File: config.mk
export PLATFORM = sky130hd
export DESIGN_NAME = ebi_core
export DESIGN_NICKNAME = d
export VERILOG_FILES = /design/src/shared/ebi_pkg.sv /design/src/logic/ebi_area_decode.sv /design/src/logic/ebi_core.sv
export SDC_FILE = /design/constraint.sdc
export NUM_CORES = 1
export LEC_CHECK = 0
export ABC_AREA = 1
export BUFFER_PORTS_ARGS = -buffer_cell sky130_fd_sc_hd__buf_4
export CAP_MARGIN = 25
export CORE_MARGIN = 5
export CORE_UTILIZATION = 23
export CTS_CLUSTER_SIZE = 20
export DETAILED_ROUTE_END_ITERATION = 8
export SLEW_MARGIN = 20
export SYNTH_ARGS = -nofsm -noshare
export SYNTH_HDL_FRONTEND = slang
export SYNTH_SLANG_ARGS = --single-unit
export TNS_END_PERCENT = 10
File: constraint.sdc
create_clock -name clk -period 2.05 [get_ports clk]
set_clock_uncertainty 0.2 [all_clocks]
set_input_delay 0.1025 -clock clk [delete_from_list [all_inputs] [get_ports clk]]
set_output_delay 0.1025 -clock clk [all_outputs]
set_load 0.03 [all_outputs]
File: src/shared/ebi_pkg.sv
/*
 * Constants and types shared by the external bus interface.
 * Assumes a single 100 MHz core clock and a synchronous active-high reset.
 */
package ebi_pkg;
    // ------------------------------------------------------------
    // Bus geometry
    // ------------------------------------------------------------
    localparam int ADDR_W = 25;
    localparam int DATA_W = 16;
    localparam int NUM_AREAS = 6;
    localparam int AREA_BASE_W = 9;
    localparam int WAIT_W = 3;
    localparam logic [2:0] WAIT_MAX = 3'h7;
    localparam logic [2:0] LE_AREA_MIN = 3'h1;
    localparam logic [2:0] LE_AREA_MAX = 3'h5;
    localparam logic [2:0] LE_AREA_NONE = 3'h0;
    // ------------------------------------------------------------
    // Clocking
    // ------------------------------------------------------------
    localparam int CORE_MHZ = 100;
    localparam int BUS_DIV = 2;
    localparam int BASE_BUS_CYCLES = 2;
    localparam int BASE_CORE_CYCLES = BASE_BUS_CYCLES * BUS_DIV;
    // ------------------------------------------------------------
    // Sequencer states
    // ------------------------------------------------------------
    typedef enum logic [4:0] {
        EBI_IDLE = 5'h01,
        EBI_ADDR = 5'h02,
        EBI_DATA = 5'h04,
        EBI_END = 5'h08,
        EBI_REL = 5'h10
    } ebi_state_t;
endpackage : ebi_pkg
File: src/logic/ebi_area_decode.sv
/*
 * Chip-select area decoder: matches the upper address bits against six
 * programmable base/mask pairs in 64 KB granules.
 * Assumes configuration is static during an access.
 */
`timescale 1ns/10ps
`default_nettype none
module ebi_area_decode
    import ebi_pkg::*;
(
    input wire logic [ADDR_W-1:0] addr,
    input wire logic [NUM_AREAS*AREA_BASE_W-1:0] area_base,
    input wire logic [NUM_AREAS*AREA_BASE_W-1:0] area_mask,
    input wire logic [NUM_AREAS-1:0] area_enable,
    output logic [NUM_AREAS-1:0] hit,
    output logic [2:0] hit_index,
    output logic any_hit
);
    logic [AREA_BASE_W-1:0] granule;

    assign granule = addr[ADDR_W-1:ADDR_W-AREA_BASE_W];

    // ------------------------------------------------------------
    // Per-area compare, mask bit set means don't care
    // ------------------------------------------------------------
    genvar g;
    generate
        for (g = 0; g < NUM_AREAS; g++) begin : g_area
            assign hit[g] = area_enable[g] &&
                (((granule ^ area_base[g*AREA_BASE_W +: AREA_BASE_W])
                  & ~area_mask[g*AREA_BASE_W +: AREA_BASE_W]) == '0);
        end
    endgenerate

    // Lowest area wins on overlap
    always_comb begin
        hit_index = 3'h0;
        for (int i = NUM_AREAS - 1; i >= 0; i--) begin
            if (hit[i]) begin
                hit_index = 3'(i);
            end
        end
    end

    assign any_hit = |hit;
endmodule : ebi_area_decode
`default_nettype wire

File: src/logic/ebi_core.sv
/*
 * External bus interface controller: one access at a time from the core
 * side, strobes and selects toward external memory, bus release handover.
 * Assumes all inputs synchronous to clk; request held until done pulses.
 */
`timescale 1ns/10ps
`default_nettype none
module ebi_core
    import ebi_pkg::*;
(
    input wire logic clk,
    input wire logic srst,
    // Core side request
    input wire logic req,
    input wire logic req_write,
    input wire logic [ADDR_W-1:0] req_addr,
    input wire logic [1:0] req_byte_en,
    input wire logic [DATA_W-1:0] req_wdata,
    output logic done,
    output logic [DATA_W-1:0] rdata,
    output logic no_area,
    // Configuration
    input wire logic bus_8bit,
    input wire logic [NUM_AREAS*AREA_BASE_W-1:0] area_base,
    input wire logic [NUM_AREAS*AREA_BASE_W-1:0] area_mask,
    input wire logic [NUM_AREAS-1:0] area_enable,
    input wire logic [NUM_AREAS*WAIT_W-1:0] area_waits,
    input wire logic [2:0] le_area,
    input wire logic [7:0] gpio_out,
    input wire logic [7:0] gpio_dir,
    output logic [7:0] gpio_in,
    // External pins
    output logic bus_clk,
    output logic [ADDR_W-1:0] addr_out,
    output logic addr_oe_n,
    output logic [NUM_AREAS-1:0] area_select_n,
    output logic read_strobe_n,
    output logic store_strobe_upper_lane,
    output logic store_strobe_lower_lane,
    output logic strobe_oe_n,
    output logic store_strobe_lower_lane_oe_n,
    input wire logic [7:0] data_bus_high_byte_in,
    output logic [7:0] data_bus_high_byte_out,
    output logic data_bus_high_byte_oe_n,
    input wire logic [7:0] data_bus_low_byte_pins_in,
    output logic [7:0] data_bus_low_byte_pins_out,
    output logic [7:0] data_bus_low_byte_pins_oe_n,
    input wire logic ready,
    input wire logic bus_release_request,
    output logic bus_release_ack
);
    ebi_state_t state;
    ebi_state_t next_state;
    logic phase;
    logic [2:0] wait_left;
    logic [NUM_AREAS-1:0] hit;
    logic [2:0] hit_index;
    logic any_hit;
    logic [2:0] cur_area;
    logic swap;
    logic [DATA_W-1:0] lane_wdata;
    logic [1:0] lane_be;
    logic data_last;

    ebi_area_decode u_decode (
        .addr(req_addr),
        .area_base(area_base),
        .area_mask(area_mask),
        .area_enable(area_enable),
        .hit(hit),
        .hit_index(hit_index),
        .any_hit(any_hit)
    );

    // ------------------------------------------------------------
    // Bus clock and phase
    // ------------------------------------------------------------
    always_ff @(posedge clk) begin
        if (srst) begin
            phase <= 1'b0;
            bus_clk <= 1'b0;
        end else begin
            phase <= ~phase;
            bus_clk <= phase;
        end
    end

    // Little-endian area swaps the two byte lanes
    assign swap = !bus_8bit && (le_area >= LE_AREA_MIN) && (le_area <= LE_AREA_MAX)
        && (hit_index == le_area);
    assign lane_wdata = swap ? {req_wdata[7:0], req_wdata[15:8]} : req_wdata;
    assign lane_be = swap ? {req_byte_en[0], req_byte_en[1]} : req_byte_en;
    assign data_last = (wait_left == 3'h0) && ready && phase;

    // ------------------------------------------------------------
    // Sequencer, transitions on bus clock boundaries except END to IDLE, which follows one core cycle later
    // ------------------------------------------------------------
    always_comb begin
        next_state = state;
        case (state)
            EBI_IDLE: begin
                if (phase && bus_release_request) begin
                    next_state = EBI_REL;
                end else if (phase && req && any_hit) begin
                    next_state = EBI_ADDR;
                end
            end
            EBI_ADDR: begin
                if (phase) begin
                    next_state = EBI_DATA;
                end
            end
            EBI_DATA: begin
                if (data_last) begin
                    next_state = EBI_END;
                end
            end
            EBI_END: next_state = EBI_IDLE;
            EBI_REL: begin
                if (phase && !bus_release_request) begin
                    next_state = EBI_IDLE;
                end
            end
            default: next_state = EBI_IDLE;
        endcase
    end

    always_ff @(posedge clk) begin
        if (srst) begin
            state <= EBI_IDLE;
        end else begin
            state <= next_state;
        end
    end

    // ------------------------------------------------------------
    // Wait counter
    // ------------------------------------------------------------
    always_ff @(posedge clk) begin
        if (srst) begin
            wait_left <= 3'h0;
            cur_area <= 3'h0;
        end else if (state == EBI_IDLE && next_state == EBI_ADDR) begin
            cur_area <= hit_index;
            wait_left <= area_waits[hit_index*WAIT_W +: WAIT_W];
        end else if (state == EBI_DATA && phase && wait_left != 3'h0) begin
            wait_left <= wait_left - 3'h1;
        end
    end

    // ------------------------------------------------------------
    // Address, selects and strobes
    // ------------------------------------------------------------
    always_ff @(posedge clk) begin
        if (srst) begin
            addr_out <= '0;
            area_select_n <= '1;
            read_strobe_n <= 1'b1;
            store_strobe_upper_lane <= 1'b1;
            store_strobe_lower_lane <= 1'b1;
            data_bus_high_byte_out <= 8'h00;
            data_bus_low_byte_pins_out <= 8'h00;
        end else begin
            if (state == EBI_IDLE && next_state == EBI_ADDR) begin
                addr_out <= req_addr;
                area_select_n <= ~(hit & (~hit + NUM_AREAS'(1)));
                data_bus_high_byte_out <= bus_8bit ? req_wdata[7:0] : lane_wdata[15:8];
                if (!bus_8bit) begin
                    data_bus_low_byte_pins_out <= lane_wdata[7:0];
                end
            end else if (next_state == EBI_END || next_state == EBI_REL
                         || next_state == EBI_IDLE) begin
                area_select_n <= '1;
            end
            if (bus_8bit && state != EBI_ADDR && state != EBI_DATA) begin
                data_bus_low_byte_pins_out <= gpio_out;
            end
            if (next_state == EBI_DATA && !req_write) begin
                read_strobe_n <= 1'b0;
            end else begin
                read_strobe_n <= 1'b1;
            end
            if (next_state == EBI_DATA && req_write) begin
                store_strobe_upper_lane <= bus_8bit ? 1'b0 : ~lane_be[1];
                store_strobe_lower_lane <= bus_8bit ? 1'b1 : ~lane_be[0];
            end else begin
                store_strobe_upper_lane <= 1'b1;
                store_strobe_lower_lane <= 1'b1;
            end
        end
    end

    // ------------------------------------------------------------
    // Output enables
    // ------------------------------------------------------------
    always_ff @(posedge clk) begin
        if (srst) begin
            addr_oe_n <= 1'b0;
            strobe_oe_n <= 1'b0;
            store_strobe_lower_lane_oe_n <= 1'b1;
            data_bus_high_byte_oe_n <= 1'b1;
            data_bus_low_byte_pins_oe_n <= 8'hFF;
            bus_release_ack <= 1'b1;
        end else begin
            addr_oe_n <= (next_state == EBI_REL);
            strobe_oe_n <= (next_state == EBI_REL);
            store_strobe_lower_lane_oe_n <= (next_state == EBI_REL) || bus_8bit;
            bus_release_ack <= ~(next_state == EBI_REL);
            data_bus_high_byte_oe_n <= ~((next_state == EBI_ADDR || next_state == EBI_DATA)
                && req_write);
            if (bus_8bit) begin
                data_bus_low_byte_pins_oe_n <= ~gpio_dir;
            end else begin
                data_bus_low_byte_pins_oe_n <= {8{~((next_state == EBI_ADDR
                    || next_state == EBI_DATA) && req_write)}};
            end
        end
    end

    // ------------------------------------------------------------
    // Read capture and completion
    // ------------------------------------------------------------
    always_ff @(posedge clk) begin
        if (srst) begin
            rdata <= '0;
            done <= 1'b0;
            no_area <= 1'b0;
            gpio_in <= 8'h00;
        end else begin
            gpio_in <= data_bus_low_byte_pins_in;
            done <= (state == EBI_DATA && data_last)
                || (state == EBI_IDLE && phase && req && !any_hit && !bus_release_request);
            no_area <= (state == EBI_IDLE && phase && req && !any_hit
                && !bus_release_request);
            if (state == EBI_DATA && data_last && !req_write) begin
                if (bus_8bit) begin
                    rdata <= {8'h00, data_bus_high_byte_in};
                end else if (cur_area == le_area && le_area != LE_AREA_NONE) begin
                    rdata <= {data_bus_low_byte_pins_in, data_bus_high_byte_in};
                end else begin
                    rdata <= {data_bus_high_byte_in, data_bus_low_byte_pins_in};
                end
            end
        end
    end
endmodule : ebi_core
`default_nettype wire

Yosys cells after proc, flatten, opt, wreduce, memory -nomap -nowiden:

Cells that the tools add are included.

* $add $sub $neg: 2
* $mul: 1
* order comparisons: 2
* equal/unequal tests: 14
* shift operators: 1
* multiplexer cells: 27
* bitwise operators: 28
* reduce and logical (&&, ||, !) cells: 55

Operator list (number)
* $and 9x9->9: 6
* $logic_not 9->1: 6
* $not 9->9: 6
* $xor 9x9->9: 6
* $mux 16: 3
* $mux 8: 5
* $logic_and 1x1->1: 30
* $mux 5: 5
* $mux 3: 8
* $pmux 5 s4: 1
* $shiftx 18x6->3: 1
* $mux 6: 2
* $not 6->6: 2
* $eq 5x1->1 const B: 2
* $eq 5x2->1 const B: 2
* $eq 5x3->1 const B: 2
* $eq 5x5->1 const B: 2
* $not 8->8: 1
* $add 6x1->6 const B: 1
* $and 6x6->6: 1
* $eq 3x3->1: 2
* $not 1->1: 6
* $reduce_bool 2->1: 3
* $reduce_bool 3->1: 2
* other kinds (17): 25

* bits in registers: 101
* bits of input ports: 217
* word-level logic and storage cells: 151

Logic depth before layout (Yosys ltp):

* word-level depth: 16
* depth in mapped cells: 21

Hierarchy:

Synthesis repeated with hierarchy kept, for this count alone.

* cell total of the unflattened synthesis: 900
* area total of the unflattened synthesis: 5789.3 um^2

By module, submodules not included
* ebi_core: times used 1, cells each 672, area each 4610.7 um^2, sequential area each 2021.9 um^2
* ebi_area_decode: times used 1, cells each 228, area each 1178.6 um^2, sequential area each 0.0 um^2

Worst setup path after synthesis:

Ideal clock, no wire load.

* path kind: reg2reg
* start point: register wait_left[0]
* end point: register rdata[6]
* arrival: 1933 ps
* setup slack: -200 ps
* cell stages (with the launch flop): 15
* clock period less this slack: 2250 ps
* path through: dfxtp_1 inv_1 ha_1 inv_1 nor2_1 nand3_1 nor2_1 inv_1 nor2_2 clkinv_1 clkbuf_1 a21oi_1 o21ai_0 o211ai_1 inv_1

* longest elaborated chain between the ends: 5

RTL lines
* start, declared: RTL line ebi_core.sv:55 `logic [2:0] wait_left;`
* start signal, assigned: RTL line ebi_core.sv:145 `wait_left <= area_waits[hit_index*WAIT_W +: WAIT_W];`
* start signal, assigned: RTL line ebi_core.sv:147 `wait_left <= wait_left - 3'h1;`
* $logic_not 3->1: RTL line ebi_core.sv:93 `assign data_last = (wait_left == 3'h0) && ready && phase;`
* $logic_and 1x1->1 (2 in a row): RTL line ebi_core.sv:93
* $logic_and 1x1->1 (2 in a row): RTL line ebi_core.sv:235 `if (state == EBI_DATA && data_last && !req_write) begin`
* end signal, assigned: RTL line ebi_core.sv:237 `rdata <= {8'h00, data_bus_high_byte_in};`
* end signal, assigned: RTL line ebi_core.sv:239 `rdata <= {data_bus_low_byte_pins_in, data_bus_high_byte_in};`
* end signal, assigned: RTL line ebi_core.sv:241 `rdata <= {data_bus_high_byte_in, data_bus_low_byte_pins_in};`
* end, declared: RTL line ebi_core.sv:20 `output logic [DATA_W-1:0] rdata,`

No other way between the ends.
A chain may end at the register's enable or synchronous reset.

Worst setup path in the final report:

* start point: input port req_addr[16]
* end point: register data_bus_low_byte_pins_out[7]

* longest elaborated chain between the ends: 16
* elaborated cells between the ends (all ways): 45
* those cells by class: 2 x eq/ne; 13 x mux; 12 x bitwise; 18 x reduce/logical

RTL lines
* start, declared: RTL line ebi_core.sv:16 `input wire logic [ADDR_W-1:0] req_addr,`
* $xor 9x9->9: RTL line ebi_area_decode.sv:30 `(((granule ^ area_base[g*AREA_BASE_W +: AREA_BASE_W])`
* $and 9x9->9: RTL line ebi_area_decode.sv:31 `& ~area_mask[g*AREA_BASE_W +: AREA_BASE_W]) == '0);`
* $logic_not 9->1: RTL line ebi_area_decode.sv:30
* $logic_and 1x1->1: RTL line ebi_area_decode.sv:29 `assign hit[g] = area_enable[g] &&`
* $mux 3 (6 in a row): RTL line ebi_area_decode.sv:39 `if (hit[i]) begin`
* $eq 3x3->1: RTL line ebi_core.sv:90 `&& (hit_index == le_area);`
* $logic_and 1x1->1: RTL line ebi_core.sv:90
* $mux 16: RTL line ebi_core.sv:91 `assign lane_wdata = swap ? {req_wdata[7:0], req_wdata[15:8]} : req_wdata;`
* $mux 8: RTL line ebi_core.sv:168 `if (!bus_8bit) begin`
* $mux 8: RTL line ebi_core.sv:164 `if (state == EBI_IDLE && next_state == EBI_ADDR) begin`
* $mux 8: RTL line ebi_core.sv:175 `if (bus_8bit && state != EBI_ADDR && state != EBI_DATA) begin`
* end signal, assigned: RTL line ebi_core.sv:169 `data_bus_low_byte_pins_out <= lane_wdata[7:0];`
* end signal, assigned: RTL line ebi_core.sv:176 `data_bus_low_byte_pins_out <= gpio_out;`
* end, declared: RTL line ebi_core.sv:46 `output logic [7:0] data_bus_low_byte_pins_out,`

Parallel ways exist; a longest one is shown, timed or not. The select of a mux whose other input is x is not followed.

==> out/results.ini <==
[drt]
viasPerCell=4.287
wirelength_um=23800
met2_length_um=11540
top_layer_used=met4
num_vias=7206
drc=0
initialDrtViolationCount=360
postRouteAntennaNets=0
wl_per_cell_um=14.16
dr.pass1.iters=5
m1WireLength_um=10130
wl_met3_um=1613

[cells_and_area]
final_area_mm2=0.01019
final_nets=1571
register_area_mm2=0.002026
area_growth_pct=78.91
instances_no_fill=1681
antenna_cells=0
n_fill_cell=2464
multi_input_area_mm2=0.003068
drive_gt1_share_pct=33.82

[critical_path]
criticalPathCategory=input port to register
crit_path_end_kind=register
start_kind=input port
crit_end=data_bus_low_byte_pins_out[7]$_SDFFE_PP0P_
crit_chain=buf_4 -> buf_4 -> or2_0 -> nand2_1 -> nand2_2 -> nor2_4 -> nand3_4 -> nand2_4 -> inv_2 -> nand2_4 -> nand2_2 -> nand2_2 -> nand2_4 -> nor2_8 -> nand2_2 -> buf_12 -> nand2_1 -> nand3_1 -> nand3_1 -> nand2_1 -> inv_1
crit_slowest_cell=or2_0
timing.rr.start=wait_left[0]$_SDFFE_PP0P_
r2r_setup_slack_ns=0.11
reg2reg_depth=13
critPathRequiredTime_ns=2.15
critPathMaxFanout=20
crit_top_cell=nand2_2
r2r-end=data_bus_low_byte_pins_oe_n[7]$_SDFF_PP1_
worstPathArrival_ns=2.08
critical_path.max_stage_delay_ns=0.21
critPathLaunch=req_addr[16]

[floorplan]
floorplan.initialDensity_pct=23.42
ios=307
placementRows=57
dieArea_mm2=0.02801
die_x_um=167.4
die_h_um=167.4
core_area_mm2=0.02432

[pwr]
p_clk_share_pct=34.4
power.internal_mw=3.601
p_sw_mw=1.576
powerDensity_mw_per_mm2=508.0
p_leak_nw=5.284
combPwrFrac_pct=26.1
seqPwrFrac_pct=39.5
netSwitchingFraction_pct=30.45
peakVddDrop_v=0.0003506

[sta]
hold_slack_ns=0.01496
slew_headroom_pct=74.81
worst_pin_slew_ns=0.3747
finalHoldViolations=0
setup_violations=0
timing.final.crit_share_pct=96.51
fmax_mhz=505.4
min_period_ns=1.978
rsz0062_at_grt=yes
fin_ws_ns=0.07153
maxSlewViolCount=0

[placed_design]
dp_hpwl_um=18710
dpl.cell_count=1570
place_ws_ns=-0.3642
io_buffers=306
gp_congestion=0.8581
placed_cell_area_mm2=0.008791

[global_route]
antenna_found_initial=0
grt_overflow=0
grt_pass1_wl_um=37580
grt_pass1_vias=7252
grt_start_max_net_pins=27
grt_usage_pct=16.46

[synth]
synth_top_cell_by_area=dfxtp_1
synth_area_leaders=dfxtp_1 36%, nand2_1 17%, inv_1 9.4%
synth_ff_type=dfxtp_1
synth_cell_types=39
synth-async-reset-ratio_pct=0
synth_nets=1122
ys_seq_area_share_pct=35.50
synth_common_cells=263 x nand2_1, 143 x inv_1, 101 x dfxtp_1
ys_warn_count=0
synth-seq-cells=101
syn_avg_cell_area_um2=6.307
syn_inst=903
syn-cell-area_mm2=0.005695
post-synth-top-count-cell=nand2_1
synth_top_area_share_pct=35.50
synth_edf_count=0

[flow_run]
maxCapViolations=0

[hold_path]
whs_path_depth=5
min_path_type=input port to register

[clock_network]
cts.sinks=101
clkTransAtPathRegs_ns=0.08
cts_max_path_buffers=2
clk_latency_ns=0.36
ctsRootBufferMaster=clkbuf_16
cts_buffers=9
cts_tree=yes
cts_htree_levels=3

[run_status]
outcome=finished, final reports clean

-- state kept, by name, summed over array words and instances, names as in the netlist, 3 cells and up --
name / cells
gpio_in: 8
wait_left: 3
addr_out: 25
data_bus_high_byte_out: 8
data_bus_low_byte_pins_out: 8
area_select_n: 6
data_bus_low_byte_pins_oe_n: 8
cur_area: 3
rdata: 16
state: 5
-- power groups by stage --
stage | Combinational [mW] | Sequential, mW | Clock [mW]
floorplan | 0.432 | 2.18 | 0
global placement | 1.16 | 2.09 | 0
detailed placement | 1.17 | 2.09 | 0
CTS | 1.33 | 2.04 | 1.86
global route | 1.49 | 2.05 | 1.94
finish | 1.35 | 2.04 | 1.78
-- timing repair --
item / CTS / global route
pin swaps: 4 / 12
setup endpoints to repair: 72 / 80
resized for setup: 10 / 37
setup buffers: 3 / 3
endpoints found under the hold margin: 84 / 0
hold buffers: 89 / 0
-- kinds of logic after synthesis --
logic type / count (synthesis) / share of synthesized area [%]
XOR/XNOR: 4 / 0.6152
AND/OR/NAND/NOR: 458 / 35.83
AO/OA/AOI/OAI: 154 / 14.65
flip-flops: 101 / 35.50
buffers and inverters: 184 / 12.96
adder cells (fa/ha/maj): 2 / 0.4393
-- how the worst min path moves through the flow --
stage	slack, ns	from	to
2_1_floorplan	-0.0006	bus_8bit	store_strobe_upper_lane$_SDFF_PP1_
4_1_cts	0.008	area_waits[13]	wait_left[1]$_SDFFE_PP0P_
5_1_grt	0.06	ready	state[3]$_SDFF_PP0_
3_3_place_gp	0.09	gpio_dir[1]	data_bus_low_byte_pins_oe_n[1]$_SDFF_PP1_
6_report	0.01	area_waits[13]	wait_left[1]$_SDFFE_PP0P_
3_5_place_dp	0.09	gpio_dir[3]	data_bus_low_byte_pins_oe_n[3]$_SDFF_PP1_
-- area by class of cell --
type | instances | area share (%)
clock inverter | 7 | 0.8472
sequential | 101 | 19.88
clock buffer | 9 | 2.210
tap | 324 | 3.978
timing repair buffer | 469 | 37.29
inverter | 153 | 5.685
multi-input combinational | 618 | 30.11
-- metrics by stage --
stage | utilization [%] | total power [mW] | setup TNS [ns]
6_report | 41.90 | 5.177 | 0
5_1_grt | 41.90 | 5.484 | -0.9179
4_1_cts | 41.35 | 5.227 | -0.4623
3_5_place_dp | 36.15 | 3.260 | -18.33
3_3_place_gp | 36.15 | 3.251 | -14.75
2_1_floorplan | - | 2.614 | 0
-- critical path, delay by kind of cell --
family | cells | cell delay (ns)
and+or+nand+nor | 16 | 1.44
buffers and inverters | 5 | 0.54
-- cells in the final DEF (no fill, tap or decap), drive strengths merged --
cell           n
or2            7
nand4          1
dfxtp        101
dlygate4sd3   89
inv          155
nand3         76
o211ai         9
o21ai         68
xor2           1
clkinv         5
and3           1
nor4           1
o22ai          5
a22oi          1
nor2          69
a21oi         59
o31ai          2
nand2        275
o2111ai        1
o311ai         1
xnor2          3
clkbuf         9
o21a           8
nand3b        26
buf          380
nor3           2
ha             2
-- per-layer routing --
layer	track usage [%]	vias to the layer above
met5	0	-
met4	4.164	0
met3	4.762	35
met2	28.38	221
met1	20.22	3214
li1	-	3736
(Power assumes the default switching activity.)
